==> src/include/eqs_pkg.sv <==
// package of constants and types for the egress queue scheduler
package eqs_pkg;
  // register offsets within the qos page
  localparam logic [7:0] EQS_ADDR_CPU_MAP0 = 8'h64;
  localparam logic [7:0] EQS_ADDR_CPU_MAP3 = 8'h67;
  localparam logic [7:0] EQS_ADDR_SCHED_CTRL = 8'h80;
  localparam logic [7:0] EQS_ADDR_WEIGHT0 = 8'h81;
  localparam logic [7:0] EQS_ADDR_WEIGHT3 = 8'h84;
  localparam logic [7:0] EQS_ADDR_PRIO_MAP0 = 8'h62;
  localparam logic [7:0] EQS_ADDR_PRIO_MAP1 = 8'h63;
  // reset values
  localparam logic [31:0] EQS_RST_CPU_MAP = 32'h0000_0000;
  localparam logic [7:0] EQS_RST_SCHED_CTRL = 8'h00;
  localparam logic [7:0] EQS_RST_WEIGHT0 = 8'h01;
  localparam logic [7:0] EQS_RST_WEIGHT1 = 8'h02;
  localparam logic [7:0] EQS_RST_WEIGHT2 = 8'h04;
  localparam logic [7:0] EQS_RST_WEIGHT3 = 8'h08;
  localparam logic [15:0] EQS_RST_PRIO_MAP = 16'h0000;
  // class map field layout: writable bits, reason count, field width
  localparam logic [31:0] EQS_CPU_MAP_MASK = 32'h0003_FFFF;
  localparam int EQS_NUM_REASONS = 6;
  localparam int EQS_COS_W = 3;
  localparam int EQS_NUM_Q = 4;
  localparam int EQS_NUM_PRIO = 8;
  localparam logic [7:0] EQS_SCHED_SEL_MASK = 8'h03;
  // scheduling modes
  typedef enum logic [1:0] {
    EQS_MODE_ALL_WRR = 2'h0,
    EQS_MODE_Q3_SP = 2'h1,
    EQS_MODE_Q32_SP = 2'h2,
    EQS_MODE_ALL_SP = 2'h3
  } eqs_mode_t;
  // register access port
  typedef struct packed {
    logic rd;
    logic wr;
    logic [7:0] addr;
    logic [7:0] wdata;
  } eqs_reg_req_t;
  // grant toward the egress transmit server
  typedef struct packed {
    logic valid;
    logic [1:0] queue;
  } eqs_grant_t;
endpackage

==> src/design/eqs_scheduler.sv <==
// egress class-of-service selection and four-queue transmit scheduler
// What this block does
// - six 3-bit cpu reason class values
// - multi-reason cpu packet takes highest class
// - 2-bit mode selects strict/weighted mix
// - strict queues served highest non-empty first
// - strict queues ignore service weights
// - weighted queues visited in rotation
// - 8-bit unsigned weight per queue, byte registers
// - weight N allows N packets per round
// - eight priorities map to queue by 2-bit field
`timescale 1ns/1ps
`default_nettype none
module eqs_scheduler (
  input wire logic core_clk, // 50 MHz core clock
  input wire logic rst_b, // async reset, active low
  input wire eqs_pkg::eqs_reg_req_t reg_req, // byte register access
  output logic [7:0] reg_rdata, // read data, registered
  input wire logic [5:0] cpu_reasons, // reasons a packet goes to cpu
  output logic [2:0] cpu_class, // class chosen for that packet
  input wire logic [2:0] prio_id, // priority of a packet
  output logic [1:0] prio_queue, // transmit queue for that priority
  input wire logic [3:0] queue_nonempty, // per-queue occupancy
  input wire logic tx_ready, // transmit server takes a grant
  output eqs_pkg::eqs_grant_t grant // queue to send one packet from
);
  import eqs_pkg::*;

  logic [31:0] cpu_map_reg;
  logic [7:0] sched_ctrl_reg;
  logic [7:0] weight_reg [EQS_NUM_Q];
  logic [15:0] prio_map_reg;
  logic [7:0] credit_reg [EQS_NUM_Q];
  logic [1:0] rr_ptr_reg;
  eqs_grant_t grant_reg;
  eqs_grant_t grant_next;
  logic [7:0] rdata_next;

  // byte-wise read/write decode, shared by read mux and write enables
  function automatic logic in_range(input logic [7:0] a, input logic [7:0] lo,
                                    input logic [7:0] hi);
    return (a >= lo) && (a <= hi);
  endfunction

  wire logic [7:0] a = reg_req.addr;
  wire logic hit_cpu = in_range(a, EQS_ADDR_CPU_MAP0, EQS_ADDR_CPU_MAP3);
  wire logic hit_wgt = in_range(a, EQS_ADDR_WEIGHT0, EQS_ADDR_WEIGHT3);
  wire logic [1:0] cpu_byte = 2'(a - EQS_ADDR_CPU_MAP0);
  wire logic [1:0] wgt_idx = 2'(a - EQS_ADDR_WEIGHT0);
  wire logic [31:0] cpu_wr_val = ({24'h000000, reg_req.wdata} << {cpu_byte, 3'h0});
  wire logic [31:0] cpu_wr_en = (32'h0000_00FF << {cpu_byte, 3'h0});

  // register writes; reserved class map bits stay zero
  always_ff @(posedge core_clk or negedge rst_b) begin
    if (!rst_b) begin
      cpu_map_reg <= EQS_RST_CPU_MAP;
      sched_ctrl_reg <= EQS_RST_SCHED_CTRL;
      weight_reg[0] <= EQS_RST_WEIGHT0;
      weight_reg[1] <= EQS_RST_WEIGHT1;
      weight_reg[2] <= EQS_RST_WEIGHT2;
      weight_reg[3] <= EQS_RST_WEIGHT3;
      prio_map_reg <= EQS_RST_PRIO_MAP;
    end else if (reg_req.wr) begin
      if (hit_cpu) begin
        cpu_map_reg <= ((cpu_map_reg & ~cpu_wr_en) | (cpu_wr_val & cpu_wr_en))
                       & EQS_CPU_MAP_MASK;
      end
      if (a == EQS_ADDR_SCHED_CTRL) begin
        sched_ctrl_reg <= reg_req.wdata;
      end
      if (hit_wgt) begin
        weight_reg[wgt_idx] <= reg_req.wdata;
      end
      if (a == EQS_ADDR_PRIO_MAP0) begin
        prio_map_reg[7:0] <= reg_req.wdata;
      end
      if (a == EQS_ADDR_PRIO_MAP1) begin
        prio_map_reg[15:8] <= reg_req.wdata;
      end
    end
  end

  // read mux; unmapped offsets read zero
  always_comb begin
    rdata_next = 8'h00;
    if (hit_cpu) begin
      rdata_next = 8'(cpu_map_reg >> {cpu_byte, 3'h0});
    end else if (a == EQS_ADDR_SCHED_CTRL) begin
      rdata_next = sched_ctrl_reg;
    end else if (hit_wgt) begin
      rdata_next = weight_reg[wgt_idx];
    end else if (a == EQS_ADDR_PRIO_MAP0) begin
      rdata_next = prio_map_reg[7:0];
    end else if (a == EQS_ADDR_PRIO_MAP1) begin
      rdata_next = prio_map_reg[15:8];
    end
  end

  always_ff @(posedge core_clk or negedge rst_b) begin
    if (!rst_b) begin
      reg_rdata <= 8'h00;
    end else if (reg_req.rd) begin
      reg_rdata <= rdata_next;
    end
  end

  // cpu class: max over asserted reasons; bit k of reasons uses field k
  always_comb begin
    cpu_class = 3'h0;
    for (int k = 0; k < EQS_NUM_REASONS; k++) begin
      if (cpu_reasons[k] && (cpu_map_reg[k*EQS_COS_W +: EQS_COS_W] > cpu_class)) begin
        cpu_class = cpu_map_reg[k*EQS_COS_W +: EQS_COS_W];
      end
    end
  end

  // priority to queue lookup, combinational
  assign prio_queue = prio_map_reg[{prio_id, 1'b0} +: 2];

  // strict set per mode: bit q set when queue q is strict
  eqs_mode_t mode;
  logic [3:0] strict_set;
  assign mode = eqs_mode_t'(sched_ctrl_reg[1:0]);
  always_comb begin
    case (mode)
      EQS_MODE_ALL_WRR: strict_set = 4'h0;
      EQS_MODE_Q3_SP: strict_set = 4'h8;
      EQS_MODE_Q32_SP: strict_set = 4'hC;
      EQS_MODE_ALL_SP: strict_set = 4'hF;
      default: strict_set = 4'h0;
    endcase
  end

  wire logic [3:0] strict_ready = strict_set & queue_nonempty;

  // grant handshake with the transmit server
  wire logic take = grant_reg.valid && tx_ready;
  wire logic load = !grant_reg.valid || tx_ready;
  // a taken weighted grant spends credit; strict grants never do
  wire logic spend = take && !strict_set[grant_reg.queue];

  // credit and pointer as they stand after this edge's take;
  // the next grant is chosen from these so a spent queue is not
  // granted once more while its decrement is still in flight
  logic [7:0] credit_eff [EQS_NUM_Q];
  logic [1:0] ptr_eff;
  always_comb begin
    for (int q = 0; q < EQS_NUM_Q; q++) begin
      credit_eff[q] = credit_reg[q];
      if (spend && (grant_reg.queue == 2'(q))) begin
        credit_eff[q] = credit_reg[q] - 8'h01;
      end
    end
  end
  // pointer steps past a queue as its last credit goes
  assign ptr_eff = (spend && (credit_reg[grant_reg.queue] == 8'h01))
                   ? 2'(grant_reg.queue + 2'h1) : rr_ptr_reg;

  // weighted candidates: nonempty with credit left
  logic [3:0] wrr_ready;
  logic [3:0] wrr_active;
  always_comb begin
    for (int q = 0; q < EQS_NUM_Q; q++) begin
      wrr_active[q] = !strict_set[q] && queue_nonempty[q];
      wrr_ready[q] = wrr_active[q] && (credit_eff[q] != 8'h00);
    end
  end
  // round over once every active weighted queue is out of credit
  wire logic round_done = (wrr_active != 4'h0) && (wrr_ready == 4'h0);

  // choose next grant: strict first, then rotation from pointer
  always_comb begin
    grant_next.valid = 1'b0;
    grant_next.queue = 2'h0;
    if (strict_ready != 4'h0) begin
      grant_next.valid = 1'b1;
      for (int q = 0; q < EQS_NUM_Q; q++) begin
        if (strict_ready[q]) begin
          grant_next.queue = 2'(q);
        end
      end
    end else begin
      for (int i = EQS_NUM_Q - 1; i >= 0; i--) begin
        if (wrr_ready[2'(ptr_eff + 2'(i))]) begin
          grant_next.valid = 1'b1;
          grant_next.queue = 2'(ptr_eff + 2'(i));
        end
      end
    end
  end

  // grant register holds until the transmit server takes it
  always_ff @(posedge core_clk or negedge rst_b) begin
    if (!rst_b) begin
      grant_reg <= '0;
    end else if (load) begin
      grant_reg <= round_done ? eqs_grant_t'('0) : grant_next;
    end
  end
  assign grant = grant_reg;

  // credits: a taken weighted grant spends one; refill at round end
  always_ff @(posedge core_clk or negedge rst_b) begin
    if (!rst_b) begin
      credit_reg[0] <= EQS_RST_WEIGHT0;
      credit_reg[1] <= EQS_RST_WEIGHT1;
      credit_reg[2] <= EQS_RST_WEIGHT2;
      credit_reg[3] <= EQS_RST_WEIGHT3;
      rr_ptr_reg <= 2'h0;
    end else if (round_done) begin
      for (int q = 0; q < EQS_NUM_Q; q++) begin
        credit_reg[q] <= weight_reg[q];
      end
      rr_ptr_reg <= 2'h0;
    end else if (spend) begin
      credit_reg[grant_reg.queue] <= credit_eff[grant_reg.queue];
      rr_ptr_reg <= ptr_eff;
    end
  end
endmodule // eqs_scheduler
`default_nettype wire

==> config.mk <==
export PLATFORM = sky130hd
export DESIGN_NAME = eqs_scheduler
export DESIGN_NICKNAME = d
export VERILOG_FILES = /design/src/include/eqs_pkg.sv /design/src/design/eqs_scheduler.sv
export SDC_FILE = /design/constraint.sdc
export NUM_CORES = 1
export LEC_CHECK = 0
export BUFFER_PORTS_ARGS = -buffer_cell sky130_fd_sc_hd__buf_4
export CAP_MARGIN = 30
export CORE_ASPECT_RATIO = 0.7
export CORE_MARGIN = 4
export CORE_UTILIZATION = 55
export DETAILED_ROUTE_END_ITERATION = 16
export PLACE_DENSITY_LB_ADDON = 0.05
export SLEW_MARGIN = 10
export SYNTH_ARGS = -nofsm -noshare
export SYNTH_HDL_FRONTEND = slang
export SYNTH_SLANG_ARGS = --single-unit
==> constraint.sdc <==
create_clock -name core_clk -period 18.5 [get_ports core_clk]
set_input_delay 0.925 -clock core_clk [delete_from_list [all_inputs] [get_ports core_clk]]
set_output_delay 0.925 -clock core_clk [all_outputs]
set_load 0.03 [all_outputs]
==> impl_results.html, run 1 <==
<table>
<tr><th>Metric</th><th>Value</th></tr>
<tr><th colspan="2">Status</th></tr>
<tr><td>Result of the run</td><td>completed</td></tr>
<tr><th colspan="2">Timing</th></tr>
<tr><td>Largest clock skew in the final design</td><td>about 0.012 ns</td></tr>
<tr><td>Hold Slack</td><td>0.485 ns</td></tr>
<tr><td>Final count of hold timing violations</td><td>0</td></tr>
<tr><td>Period Utilization, post-route</td><td>45.3%</td></tr>
<tr><td>Headroom to the max-slew limit</td><td>47.1%</td></tr>
<tr><td>Max-slew violation count</td><td>0</td></tr>
<tr><td>Tmin final</td><td>8.38 ns</td></tr>
<tr><td>Fmax achieved</td><td>119 MHz</td></tr>
<tr><td>Final setup violating endpoints</td><td>0</td></tr>
<tr><td>RSZ-0062 raised after global routing</td><td>no</td></tr>
<tr><td>Sum of negative setup slack</td><td>0 ns</td></tr>
<tr><td>Measured slew at the worst slew-check pin</td><td>0.793 ns</td></tr>
<tr><th colspan="2">GRT</th></tr>
<tr><td>Overall routing resource usage</td><td>between 20% and 30%</td></tr>
<tr><td>Gr ovfl total</td><td>0</td></tr>
<tr><td>Via count of the first global-routing pass</td><td>6,179</td></tr>
<tr><td>Pin count of the biggest net entering global routing</td><td>80</td></tr>
<tr><td>First-pass GRT wire length</td><td>34,800 µm</td></tr>
<tr><td>Initial antenna violation count</td><td>0</td></tr>
<tr><th colspan="2">CTS</th></tr>
<tr><td>Clock slew seen by the registers of the worst setup and hold paths</td><td>0.06 ns</td></tr>
<tr><td>Post-cts gate resize count</td><td>0</td></tr>
<tr><td>Cts hold-fix bufs</td><td>0</td></tr>
<tr><td>Setup fix buffers added after clock tree synthesis</td><td>0</td></tr>
<tr><td>Number of buffers inserted during clock tree synthesis</td><td>17</td></tr>
<tr><td>Number of H-tree levels</td><td>4</td></tr>
<tr><td>Maximum number of buffers from clock root to sink</td><td>2</td></tr>
<tr><td>Worst-skew pair later-pin latency</td><td>roughly 0.42 ns</td></tr>
<tr><td>Clock root buffer</td><td>sky130_fd_sc_hd__clkbuf_16</td></tr>
<tr><td>Clock sink count</td><td>119</td></tr>
<tr><td>Clock tree from TritonCTS</td><td>built</td></tr>
<tr><th colspan="2">Die</th></tr>
<tr><td>Vertical extent of the die</td><td>between 100 and 150 µm</td></tr>
<tr><td>Die width</td><td>around 150 µm</td></tr>
<tr><td>Rows</td><td>35</td></tr>
<tr><td>DIE AREA</td><td>16,100 µm²</td></tr>
<tr><td>Starting Density</td><td>57.6%</td></tr>
<tr><td>Standard cell core area</td><td>13,400 µm²</td></tr>
<tr><td>Number of top-level pins</td><td>50</td></tr>
<tr><th colspan="2">Yosys</th></tr>
<tr><td>Net count of the mapped netlist</td><td>approximately 860</td></tr>
<tr><td>Cell count after synthesis</td><td>802</td></tr>
<tr><td>Post-synthesis cell type count</td><td>74</td></tr>
<tr><td>Ys Warns</td><td>0</td></tr>
<tr><td>Post-synth ARST share</td><td>100%</td></tr>
<tr><td>Synth Cell Area</td><td>roughly 7700 µm²</td></tr>
<tr><td>Seq/Total Area, Yosys</td><td>38.6%</td></tr>
<tr><td>Top FF cell, synth</td><td>sky130_fd_sc_hd__dfrtp_1</td></tr>
<tr><td>Number of flops mapped to enable cells by yosys</td><td>0</td></tr>
<tr><td>Average cell area after synthesis</td><td>9.65 µm²</td></tr>
<tr><td>Register bit total from synthesis</td><td>about 120</td></tr>
<tr><th colspan="2">Setup path</th></tr>
<tr><td>Family with the most delay on the worst path</td><td>compound AO/OA/AOI/OAI gates</td></tr>
<tr><td>Longest individual stage delay on the worst path</td><td>roughly 0.50 ns</td></tr>
<tr><td>Sort of element at the start of the critical path</td><td>primary input</td></tr>
<tr><td>Category of the worst setup path capture point</td><td>output port</td></tr>
<tr><td>Worst endpoint required time</td><td>between 15 and 20 ns</td></tr>
<tr><td>Crit path top cell by count</td><td>sky130_fd_sc_hd__ha_1</td></tr>
<tr><td>Critical Setup Path Class</td><td>primary input to output port</td></tr>
<tr><td>Slowest CP cell</td><td>sky130_fd_sc_hd__a32oi_1</td></tr>
<tr><td>Bufs and invs on worst path</td><td>2</td></tr>
<tr><td>Endpoint arrival time on the critical path</td><td>7.45 ns</td></tr>
<tr><td>Worst Path Max Fanout</td><td>8</td></tr>
<tr><th colspan="2">Placement</th></tr>
<tr><td>Number of buffers added on ports</td><td>approximately 50</td></tr>
<tr><td>Routability cong.</td><td>0.956</td></tr>
<tr><td>Estimated wirelength of the detail-placed design</td><td>between 15,000 and 20,000 µm</td></tr>
<tr><th colspan="2">Cells and area</th></tr>
<tr><td>Count of antenna diodes in the layout</td><td>0</td></tr>
<tr><td>Net count of the finished layout</td><td>892</td></tr>
<tr><td>Top library cells by usage in the layout, fill and taps aside</td><td>sky130_fd_sc_hd__dfrtp_1, sky130_fd_sc_hd__nand2_1, sky130_fd_sc_hd__nor2_1, sky130_fd_sc_hd__mux2_2, sky130_fd_sc_hd__buf_4</td></tr>
<tr><td>Fraction of final layout cells with drive strength greater than 1</td><td>23.6%</td></tr>
<tr><td>Leading cell type in the layout, fill and taps excluded</td><td>sky130_fd_sc_hd__dfrtp_1</td></tr>
<tr><td>Post-layout util</td><td>65.0%</td></tr>
<tr><td>Post-synthesis to final-layout area growth</td><td>13.0%</td></tr>
<tr><th colspan="2">Detailed routing</th></tr>
<tr><td>Routed wirelength normalized by instance count</td><td>21.7 µm</td></tr>
<tr><td>Detailed-route wire length</td><td>around 22,000 µm</td></tr>
<tr><td>DRC violation count after routing</td><td>0</td></tr>
<tr><td>Residual antenna-violating net count after detailed routing</td><td>0</td></tr>
<tr><td>DRT Pass-1 Iters</td><td>6</td></tr>
<tr><td>Count of vias placed by the detailed router</td><td>6,579</td></tr>
<tr><td>Average vias per placed instance</td><td>6.37</td></tr>
<tr><td>Violation count after the first detailed-routing iteration</td><td>770</td></tr>
<tr><th colspan="2">Min path</th></tr>
<tr><td>Class of the tightest hold or removal check</td><td>flop to flop</td></tr>
<tr><th colspan="2">Power</th></tr>
<tr><td>Power density cells</td><td>127 nW/µm²</td></tr>
<tr><td>VDD IR max</td><td>0.000104 V</td></tr>
<tr><td>Leakage power of the design</td><td>0.00370 µW</td></tr>
<tr><th colspan="2">Run</th></tr>
<tr><td>MaxCap Viol Count</td><td>0</td></tr>
</table>
-- power by group --
group	switching, µW	internal (µW)	total, µW
Sequential	59.3	299	358
Clock	133	174	308
Combinational	277	170	447
Total	469	643	1110
-- worst reg2reg max path: stages (launching register included) --
cell	delay, ns
sky130_fd_sc_hd__dfrtp_1	0.64
sky130_fd_sc_hd__inv_1	0.39
sky130_fd_sc_hd__ha_1	0.26
sky130_fd_sc_hd__o2111ai_4	0.40
sky130_fd_sc_hd__o31a_1	0.48
sky130_fd_sc_hd__nor3_1	0.36
sky130_fd_sc_hd__a31oi_2	0.27
sky130_fd_sc_hd__nor4_4	0.40
sky130_fd_sc_hd__buf_4	0.58
sky130_fd_sc_hd__nand2_1	0.20
sky130_fd_sc_hd__o21ai_0	0.14
-- cells in the mapped netlist, types with 5 or more instances --
master | n | area (µm²)
sky130_fd_sc_hd__nor2_1 | 70 | 263
sky130_fd_sc_hd__mux2_2 | 62 | 698
sky130_fd_sc_hd__buf_1 | 7 | 26.3
sky130_fd_sc_hd__mux2i_1 | 14 | 140
sky130_fd_sc_hd__a31oi_1 | 6 | 37.5
sky130_fd_sc_hd__o21ai_1 | 11 | 55.1
sky130_fd_sc_hd__nand2_1 | 102 | 383
sky130_fd_sc_hd__dfstp_2 | 8 | 210
sky130_fd_sc_hd__a222oi_1 | 8 | 80.1
sky130_fd_sc_hd__buf_2 | 5 | 25.0
sky130_fd_sc_hd__nor3_1 | 13 | 65.1
sky130_fd_sc_hd__inv_1 | 30 | 113
sky130_fd_sc_hd__ha_1 | 23 | 288
sky130_fd_sc_hd__nand2b_1 | 6 | 37.5
sky130_fd_sc_hd__nor4_1 | 7 | 43.8
sky130_fd_sc_hd__o211ai_1 | 6 | 45.0
sky130_fd_sc_hd__and2_1 | 7 | 43.8
sky130_fd_sc_hd__buf_6 | 5 | 56.3
sky130_fd_sc_hd__o21ai_0 | 51 | 255
sky130_fd_sc_hd__a21oi_1 | 49 | 245
sky130_fd_sc_hd__mux4_2 | 20 | 450
sky130_fd_sc_hd__xor2_1 | 9 | 78.8
sky130_fd_sc_hd__xnor2_1 | 20 | 175
sky130_fd_sc_hd__clkbuf_1 | 23 | 86.3
sky130_fd_sc_hd__o221a_2 | 6 | 67.6
sky130_fd_sc_hd__nor2b_1 | 7 | 43.8
sky130_fd_sc_hd__nand3_1 | 19 | 95.1
sky130_fd_sc_hd__dfrtp_1 | 111 | 2780
-- through the flow --
stage | setup slack (ns) | cell area [µm²] | cells | power (µW)
floorplan | 10.97 | 7740 | 802 | 685
global placement | 10.58 | 8180 | 1000 | 785
detailed placement | 10.24 | 8180 | 1000 | 793
CTS | 10.21 | 8720 | 1032 | 1100
global route | 9.61 | 8740 | 1033 | 1170
finish | 10.12 | 8740 | 1033 | 1110
-- final cells by class --
cell class,count,area [µm²]
inverters,32,120
flip-flops and latches,119,2990
fillers,1100,4700
well taps,185,231
multi-input cells,609,4420
repair buffers,56,433
clock inverters,14,119
clock buffers,18,429
-- kinds of logic (layout without fill, tap and decap cells) --
kind of cell             count (synthesis)  after routing  share of synthesized area [%]
flip-flops                             119            119                           38.6
buffers and inverters                   74            120                           4.22
AO/OA/AOI/OAI                          191            191                           16.7
XOR/XNOR                                29             29                           3.28
multiplexers                            96             96                           16.7
adder cells (fa/ha/maj)                 24             24                           3.85
AND/OR/NAND/NOR                        269            269                           16.7
-- routing by layer --
layer	GRT usage (%)	wire length (µm)	up-vias
met2	37.7	8890	306
met3	10.4	2770	26
met5	0	0	-
met1	43.7	10500	3217
li1	-	-	3030
met4	6.53	216	0
-- path summary, 6_finish.rpt --
path | slack, ns | start | depth (start not counted) | end
worst max-delay path | 10.12 | cpu_reasons[0] | 30 | cpu_class[0]
worst min-delay path | 0.49 | reg_rdata[1] | 1 | reg_rdata[1]
worst max register to register | 14.29 | grant[0] | 10 | credit_reg[17]
worst min register to register | 0.49 | reg_rdata[1] | 1 | reg_rdata[1]
max in group asynchronous | 16.78 | rst_b | 3 | credit_reg[10]
min in group asynchronous | 0.50 | rst_b | 1 | credit_reg[27]
Power figures use the tool's default switching activity.
==> inputs of run 2 (changes only) <==
--- a/config.mk
+++ b/config.mk
@@ -5,6 +5,7 @@
 export SDC_FILE = /design/constraint.sdc
 export NUM_CORES = 1
 export LEC_CHECK = 0
+export ABC_AREA = 1
 export BUFFER_PORTS_ARGS = -buffer_cell sky130_fd_sc_hd__buf_4
 export CAP_MARGIN = 30
 export CORE_ASPECT_RATIO = 0.7
==> constraint.sdc (replaced) <==
create_clock -name core_clk -period 6.7 [get_ports core_clk]
set_input_delay 0.335 -clock core_clk [delete_from_list [all_inputs] [get_ports core_clk]]
set_output_delay 0.335 -clock core_clk [all_outputs]
set_load 0.03 [all_outputs]
==> run 2 against run 1 <==
Count of clock-buffer cells in the layout increased by 3. Worst hold slack lost 0.32 ns. Cell area rose by 5.5%. Core utilization grew 0.20 points. Largest cell class unchanged.
==> impl_results.html, run 2 <==
<table>
<tr><th>Metric</th><th>Value</th></tr>
<tr><th colspan="2">Yosys</th></tr>
<tr><td>Number of flops mapped to enable cells by yosys</td><td>0 (unchanged)</td></tr>
<tr><td>Cell with the most instances after synthesis</td><td>sky130_fd_sc_hd__nand2_1</td></tr>
<tr><td>Synth Cell Area</td><td>8070 µm² (+4.3%)</td></tr>
<tr><td>Leading area contributor after synthesis</td><td>sky130_fd_sc_hd__dfrtp_1</td></tr>
<tr><td>Net count of the mapped netlist</td><td>1,211 (+41%)</td></tr>
<tr><td>Post-synthesis cell type count</td><td>53 (-28%)</td></tr>
<tr><td>Fraction of synthesized cell area taken by the top area cell type</td><td>34.4% (-1.5 points)</td></tr>
<tr><td>Post-synth ARST share</td><td>100% (unchanged)</td></tr>
<tr><td>Top FF cell, synth</td><td>sky130_fd_sc_hd__dfrtp_1</td></tr>
<tr><td>Average cell area after synthesis</td><td>7.00 µm² (-27%)</td></tr>
<tr><td>Register bit total from synthesis</td><td>119 (unchanged)</td></tr>
<tr><td>Cell count after synthesis</td><td>1,154 (+44%)</td></tr>
<tr><td>Seq/Total Area, Yosys</td><td>37.0% (-1.6 points)</td></tr>
<tr><td>Leading cell types by total area after synthesis</td><td>sky130_fd_sc_hd__dfrtp_1, sky130_fd_sc_hd__nand2_1, sky130_fd_sc_hd__o21ai_0, sky130_fd_sc_hd__inv_1, sky130_fd_sc_hd__nor2_1</td></tr>
<tr><td>Most frequent cells after synthesis</td><td>sky130_fd_sc_hd__nand2_1, sky130_fd_sc_hd__o21ai_0, sky130_fd_sc_hd__inv_1</td></tr>
<tr><td>Ys Warns</td><td>0 (unchanged)</td></tr>
<tr><th colspan="2">Setup path</th></tr>
<tr><td>Critical Setup Path Class</td><td>flop to output port</td></tr>
<tr><td>Bufs and invs on worst path</td><td>5 (+3)</td></tr>
<tr><td>Worst Path Max Fanout</td><td>6 (-2)</td></tr>
<tr><td>Family with the most delay on the worst path</td><td>simple AND/OR/NAND/NOR gates</td></tr>
<tr><td>Endpoint arrival time on the critical path</td><td>5.86 ns (-1.59 ns)</td></tr>
<tr><td>Crit path top cell by count</td><td>sky130_fd_sc_hd__nand2_1</td></tr>
<tr><td>Category of the worst setup path capture point</td><td>output port</td></tr>
<tr><td>Slowest CP cell</td><td>sky130_fd_sc_hd__dfrtp_1</td></tr>
<tr><td>Sort of element at the start of the critical path</td><td>flop</td></tr>
<tr><td>Worst endpoint required time</td><td>6.36 ns (-11.21 ns)</td></tr>
<tr><td>Cell depth of the worst setup path</td><td>42 (+40%)</td></tr>
<tr><td>Longest individual stage delay on the worst path</td><td>0.39 ns (-0.11 ns)</td></tr>
<tr><td>Worst reg2reg path depth</td><td>15 (+5)</td></tr>
<tr><th colspan="2">GRT</th></tr>
<tr><td>Via count of the first global-routing pass</td><td>7,212 (+17%)</td></tr>
<tr><td>GR met1 Demand/Resource</td><td>47.7% (+4.0 points)</td></tr>
<tr><td>First-pass GRT wire length</td><td>39,700 µm (+14%)</td></tr>
<tr><td>Overall routing resource usage</td><td>30.2% (+1.8 points)</td></tr>
<tr><td>Initial antenna violation count</td><td>0 (unchanged)</td></tr>
<tr><td>Met3 Use GR</td><td>9.36% (-1.0 points)</td></tr>
<tr><td>Most crowded layer after global routing</td><td>met1</td></tr>
<tr><td>Pin count of the biggest net entering global routing</td><td>64 (-20%)</td></tr>
<tr><td>Met2 global-route usage</td><td>40.7% (+2.9 points)</td></tr>
<tr><td>Gr ovfl total</td><td>0 (unchanged)</td></tr>
<tr><th colspan="2">Die</th></tr>
<tr><td>Rows</td><td>36 (+2.9%)</td></tr>
<tr><td>Vertical extent of the die</td><td>109 µm (+2.0%)</td></tr>
<tr><td>Standard cell core area</td><td>14,100 µm² (+5.2%)</td></tr>
<tr><td>Starting Density</td><td>57.1% (-0.48 points)</td></tr>
<tr><td>Die width</td><td>153 µm (+2.0%)</td></tr>
<tr><td>DIE AREA</td><td>16,700 µm² (+4.1%)</td></tr>
<tr><td>Number of top-level pins</td><td>50 (unchanged)</td></tr>
<tr><th colspan="2">Cells and area</th></tr>
<tr><td>Count of antenna diodes in the layout</td><td>0 (unchanged)</td></tr>
<tr><td>Leading cell type in the layout, fill and taps excluded</td><td>sky130_fd_sc_hd__nand2_1</td></tr>
<tr><td>Fillcell total</td><td>1,265 (+15%)</td></tr>
<tr><td>Multi-input gate area</td><td>4450 µm² (+0.59%)</td></tr>
<tr><td>Post-synthesis to final-layout area growth</td><td>14.3%</td></tr>
<tr><td>Fraction of final layout cells with drive strength greater than 1</td><td>12.2% (-11 points)</td></tr>
<tr><td>Post-route non-filler standard cell count</td><td>1,404 (+36%)</td></tr>
<tr><td>Top library cells by usage in the layout, fill and taps aside</td><td>sky130_fd_sc_hd__nand2_1, sky130_fd_sc_hd__o21ai_0, sky130_fd_sc_hd__inv_1, sky130_fd_sc_hd__dfrtp_1, sky130_fd_sc_hd__nor2_1</td></tr>
<tr><td>Reg area</td><td>2990 µm² (unchanged)</td></tr>
<tr><td>Net count of the finished layout</td><td>1,258 (+41%)</td></tr>
<tr><th colspan="2">Min path</th></tr>
<tr><td>Worst hold stages</td><td>2 (+1)</td></tr>
<tr><td>Class of the tightest hold or removal check</td><td>primary input to flop</td></tr>
<tr><th colspan="2">CTS</th></tr>
<tr><td>Maximum number of buffers from clock root to sink</td><td>2 (unchanged)</td></tr>
<tr><td>Number of buffers inserted during clock tree synthesis</td><td>17 (unchanged)</td></tr>
<tr><td>Clock tree from TritonCTS</td><td>built</td></tr>
<tr><td>Clock root buffer</td><td>sky130_fd_sc_hd__clkbuf_16</td></tr>
<tr><td>Number of H-tree levels</td><td>4 (unchanged)</td></tr>
<tr><td>Worst-skew pair later-pin latency</td><td>0.43 ns (about the same)</td></tr>
<tr><td>Clock sink count</td><td>119 (unchanged)</td></tr>
<tr><td>Clock slew seen by the registers of the worst setup and hold paths</td><td>0.06 ns (about the same)</td></tr>
<tr><th colspan="2">Run</th></tr>
<tr><td>MaxCap Viol Count</td><td>0 (unchanged)</td></tr>
<tr><th colspan="2">Detailed routing</th></tr>
<tr><td>Count of vias placed by the detailed router</td><td>8,149 (+24%)</td></tr>
<tr><td>DRC violation count after routing</td><td>0 (unchanged)</td></tr>
<tr><td>Residual antenna-violating net count after detailed routing</td><td>0 (unchanged)</td></tr>
<tr><td>Routed wirelength normalized by instance count</td><td>17.7 µm (-18%)</td></tr>
<tr><td>Average vias per placed instance</td><td>5.80 (-8.9%)</td></tr>
<tr><td>DRT Pass-1 Iters</td><td>8 (+2)</td></tr>
<tr><td>Violation count after the first detailed-routing iteration</td><td>1,130 (+47%)</td></tr>
<tr><td>Detailed-route wire length</td><td>24,800 µm (+11%)</td></tr>
<tr><th colspan="2">Timing</th></tr>
<tr><td>Period Utilization, post-route</td><td>92.5%</td></tr>
<tr><td>Hold Slack</td><td>0.164 ns (-0.321 ns)</td></tr>
<tr><td>Headroom to the max-slew limit</td><td>32.9% (-14 points)</td></tr>
<tr><td>Final worst slack</td><td>0.501 ns (-9.62 ns)</td></tr>
<tr><td>Tmin final</td><td>around 6.2 ns</td></tr>
<tr><td>Largest clock skew in the final design</td><td>0.00933 ns (-0.00222 ns)</td></tr>
<tr><td>Fmax achieved</td><td>161 MHz</td></tr>
<tr><td>Max-slew violation count</td><td>0 (unchanged)</td></tr>
<tr><td>Final count of hold timing violations</td><td>0 (unchanged)</td></tr>
<tr><td>Final setup violating endpoints</td><td>0 (unchanged)</td></tr>
<tr><td>Measured slew at the worst slew-check pin</td><td>1.00 ns (+0.207 ns)</td></tr>
<tr><th colspan="2">Power</th></tr>
<tr><td>Power density cells</td><td>381 nW/µm² (+200%)</td></tr>
<tr><td>Leakage power of the design</td><td>0.00458 µW (+24%)</td></tr>
<tr><td>VDD IR max</td><td>0.000225 V (+120%)</td></tr>
<tr><td>Total power consumption of the routed design</td><td>3510 µW (+220%)</td></tr>
<tr><th colspan="2">Placement</th></tr>
<tr><td>Number of buffers added on ports</td><td>49 (unchanged)</td></tr>
<tr><td>Inst Count DP</td><td>1,369 (+37%)</td></tr>
<tr><td>Estimated wirelength of the detail-placed design</td><td>18,400 µm (+9.2%)</td></tr>
<tr><td>Dpl ws</td><td>0.491 ns (-9.75 ns)</td></tr>
<tr><td>Routability cong.</td><td>0.943 (-1.3%)</td></tr>
<tr><th colspan="2">Status</th></tr>
<tr><td>Result of the run</td><td>completed</td></tr>
</table>
## run 2: cells by family (layout without fill, tap and decap cells)
| kind of cell | after synthesis | in the layout | synth area share (%) |
|---|---|---|---|
| and+or+nand+nor | 586 | 586 | 31.4 |
| buffers and inverters | 161 | 221 | 8.29 |
| xor gates and xnor gates | 14 | 14 | 1.70 |
| AOI/OAI and AO/OA | 251 | 251 | 18.0 |
| adders and majority gates | 23 | 23 | 3.56 |
| DFF | 119 | 119 | 37.0 |
## run 2: timing repair
action / in CTS / in global routing
gates resized for setup: 1 / 13
endpoints found under the hold margin: 5 / 0
buffers inserted: 0 / 2
hold buffers: 1 / 0
endpoints found under the setup margin: 1 / 3
gates cloned: 0 / 0
## run 2: worst reg2reg max path: cells and delay by family (launching register included)
| kind | cells | cell delay [ns] |
|---|---|---|
| buffers and inverters | 3 | 0.69 |
| and+or+nand+nor | 9 | 1.37 |
| DFF | 1 | 0.65 |
| AOI/OAI and AO/OA | 3 | 0.90 |
## run 2: report_power, final
part           total [µW]  internal (µW)  switching (µW)
logic                1530            490            1040
registers            1010            854             161
clock network         966            614             352
## run 2: final timing paths
kind | start | to | slack (ns)
worst max-delay path | flop | cpu_class[1] | 0.50
worst min-delay path | tx_ready | grant[2] | 0.16
worst max register to register | grant[1] | credit_reg[30] | 2.96
worst min register to register | reg_rdata[4] | reg_rdata[4] | 0.49
max in group asynchronous | rst_b | credit_reg[4] | 4.87
min in group asynchronous | rst_b | prio_map_reg[10] | 0.52
## run 2: per-layer routing
layer	wire length (µm)	vias up	share of wire, %
met3	3020	31	12
met4	257	0	1.0
met5	0	-	0
li1	-	3921	-
met1	11900	3808	48
met2	9590	389	39
## run 2: through the flow
| stage | instance area (µm²) | util, % | TNS [ns] |
|---|---|---|---|
| 4_1_cts | 9180 | 64.9 | 0 |
| 3_3_place_gp | 8560 | 60.5 | 0 |
| 3_5_place_dp | 8560 | 60.5 | 0 |
| 2_1_floorplan | 8070 | - | 0 |
| 6_report | 9230 | 65.2 | 0 |
| 5_1_grt | 9230 | 65.2 | -0.0613 |
## run 2: cell type report
cell class	instances	area share (%)
Clock buffer	21	5.10
Clock inverter	11	1.60
Inverter	132	5.45
Multi-Input combinational cell	874	48.2
Sequential cell	119	32.4
Tap cell	190	2.58
Timing Repair Buffer	57	4.66
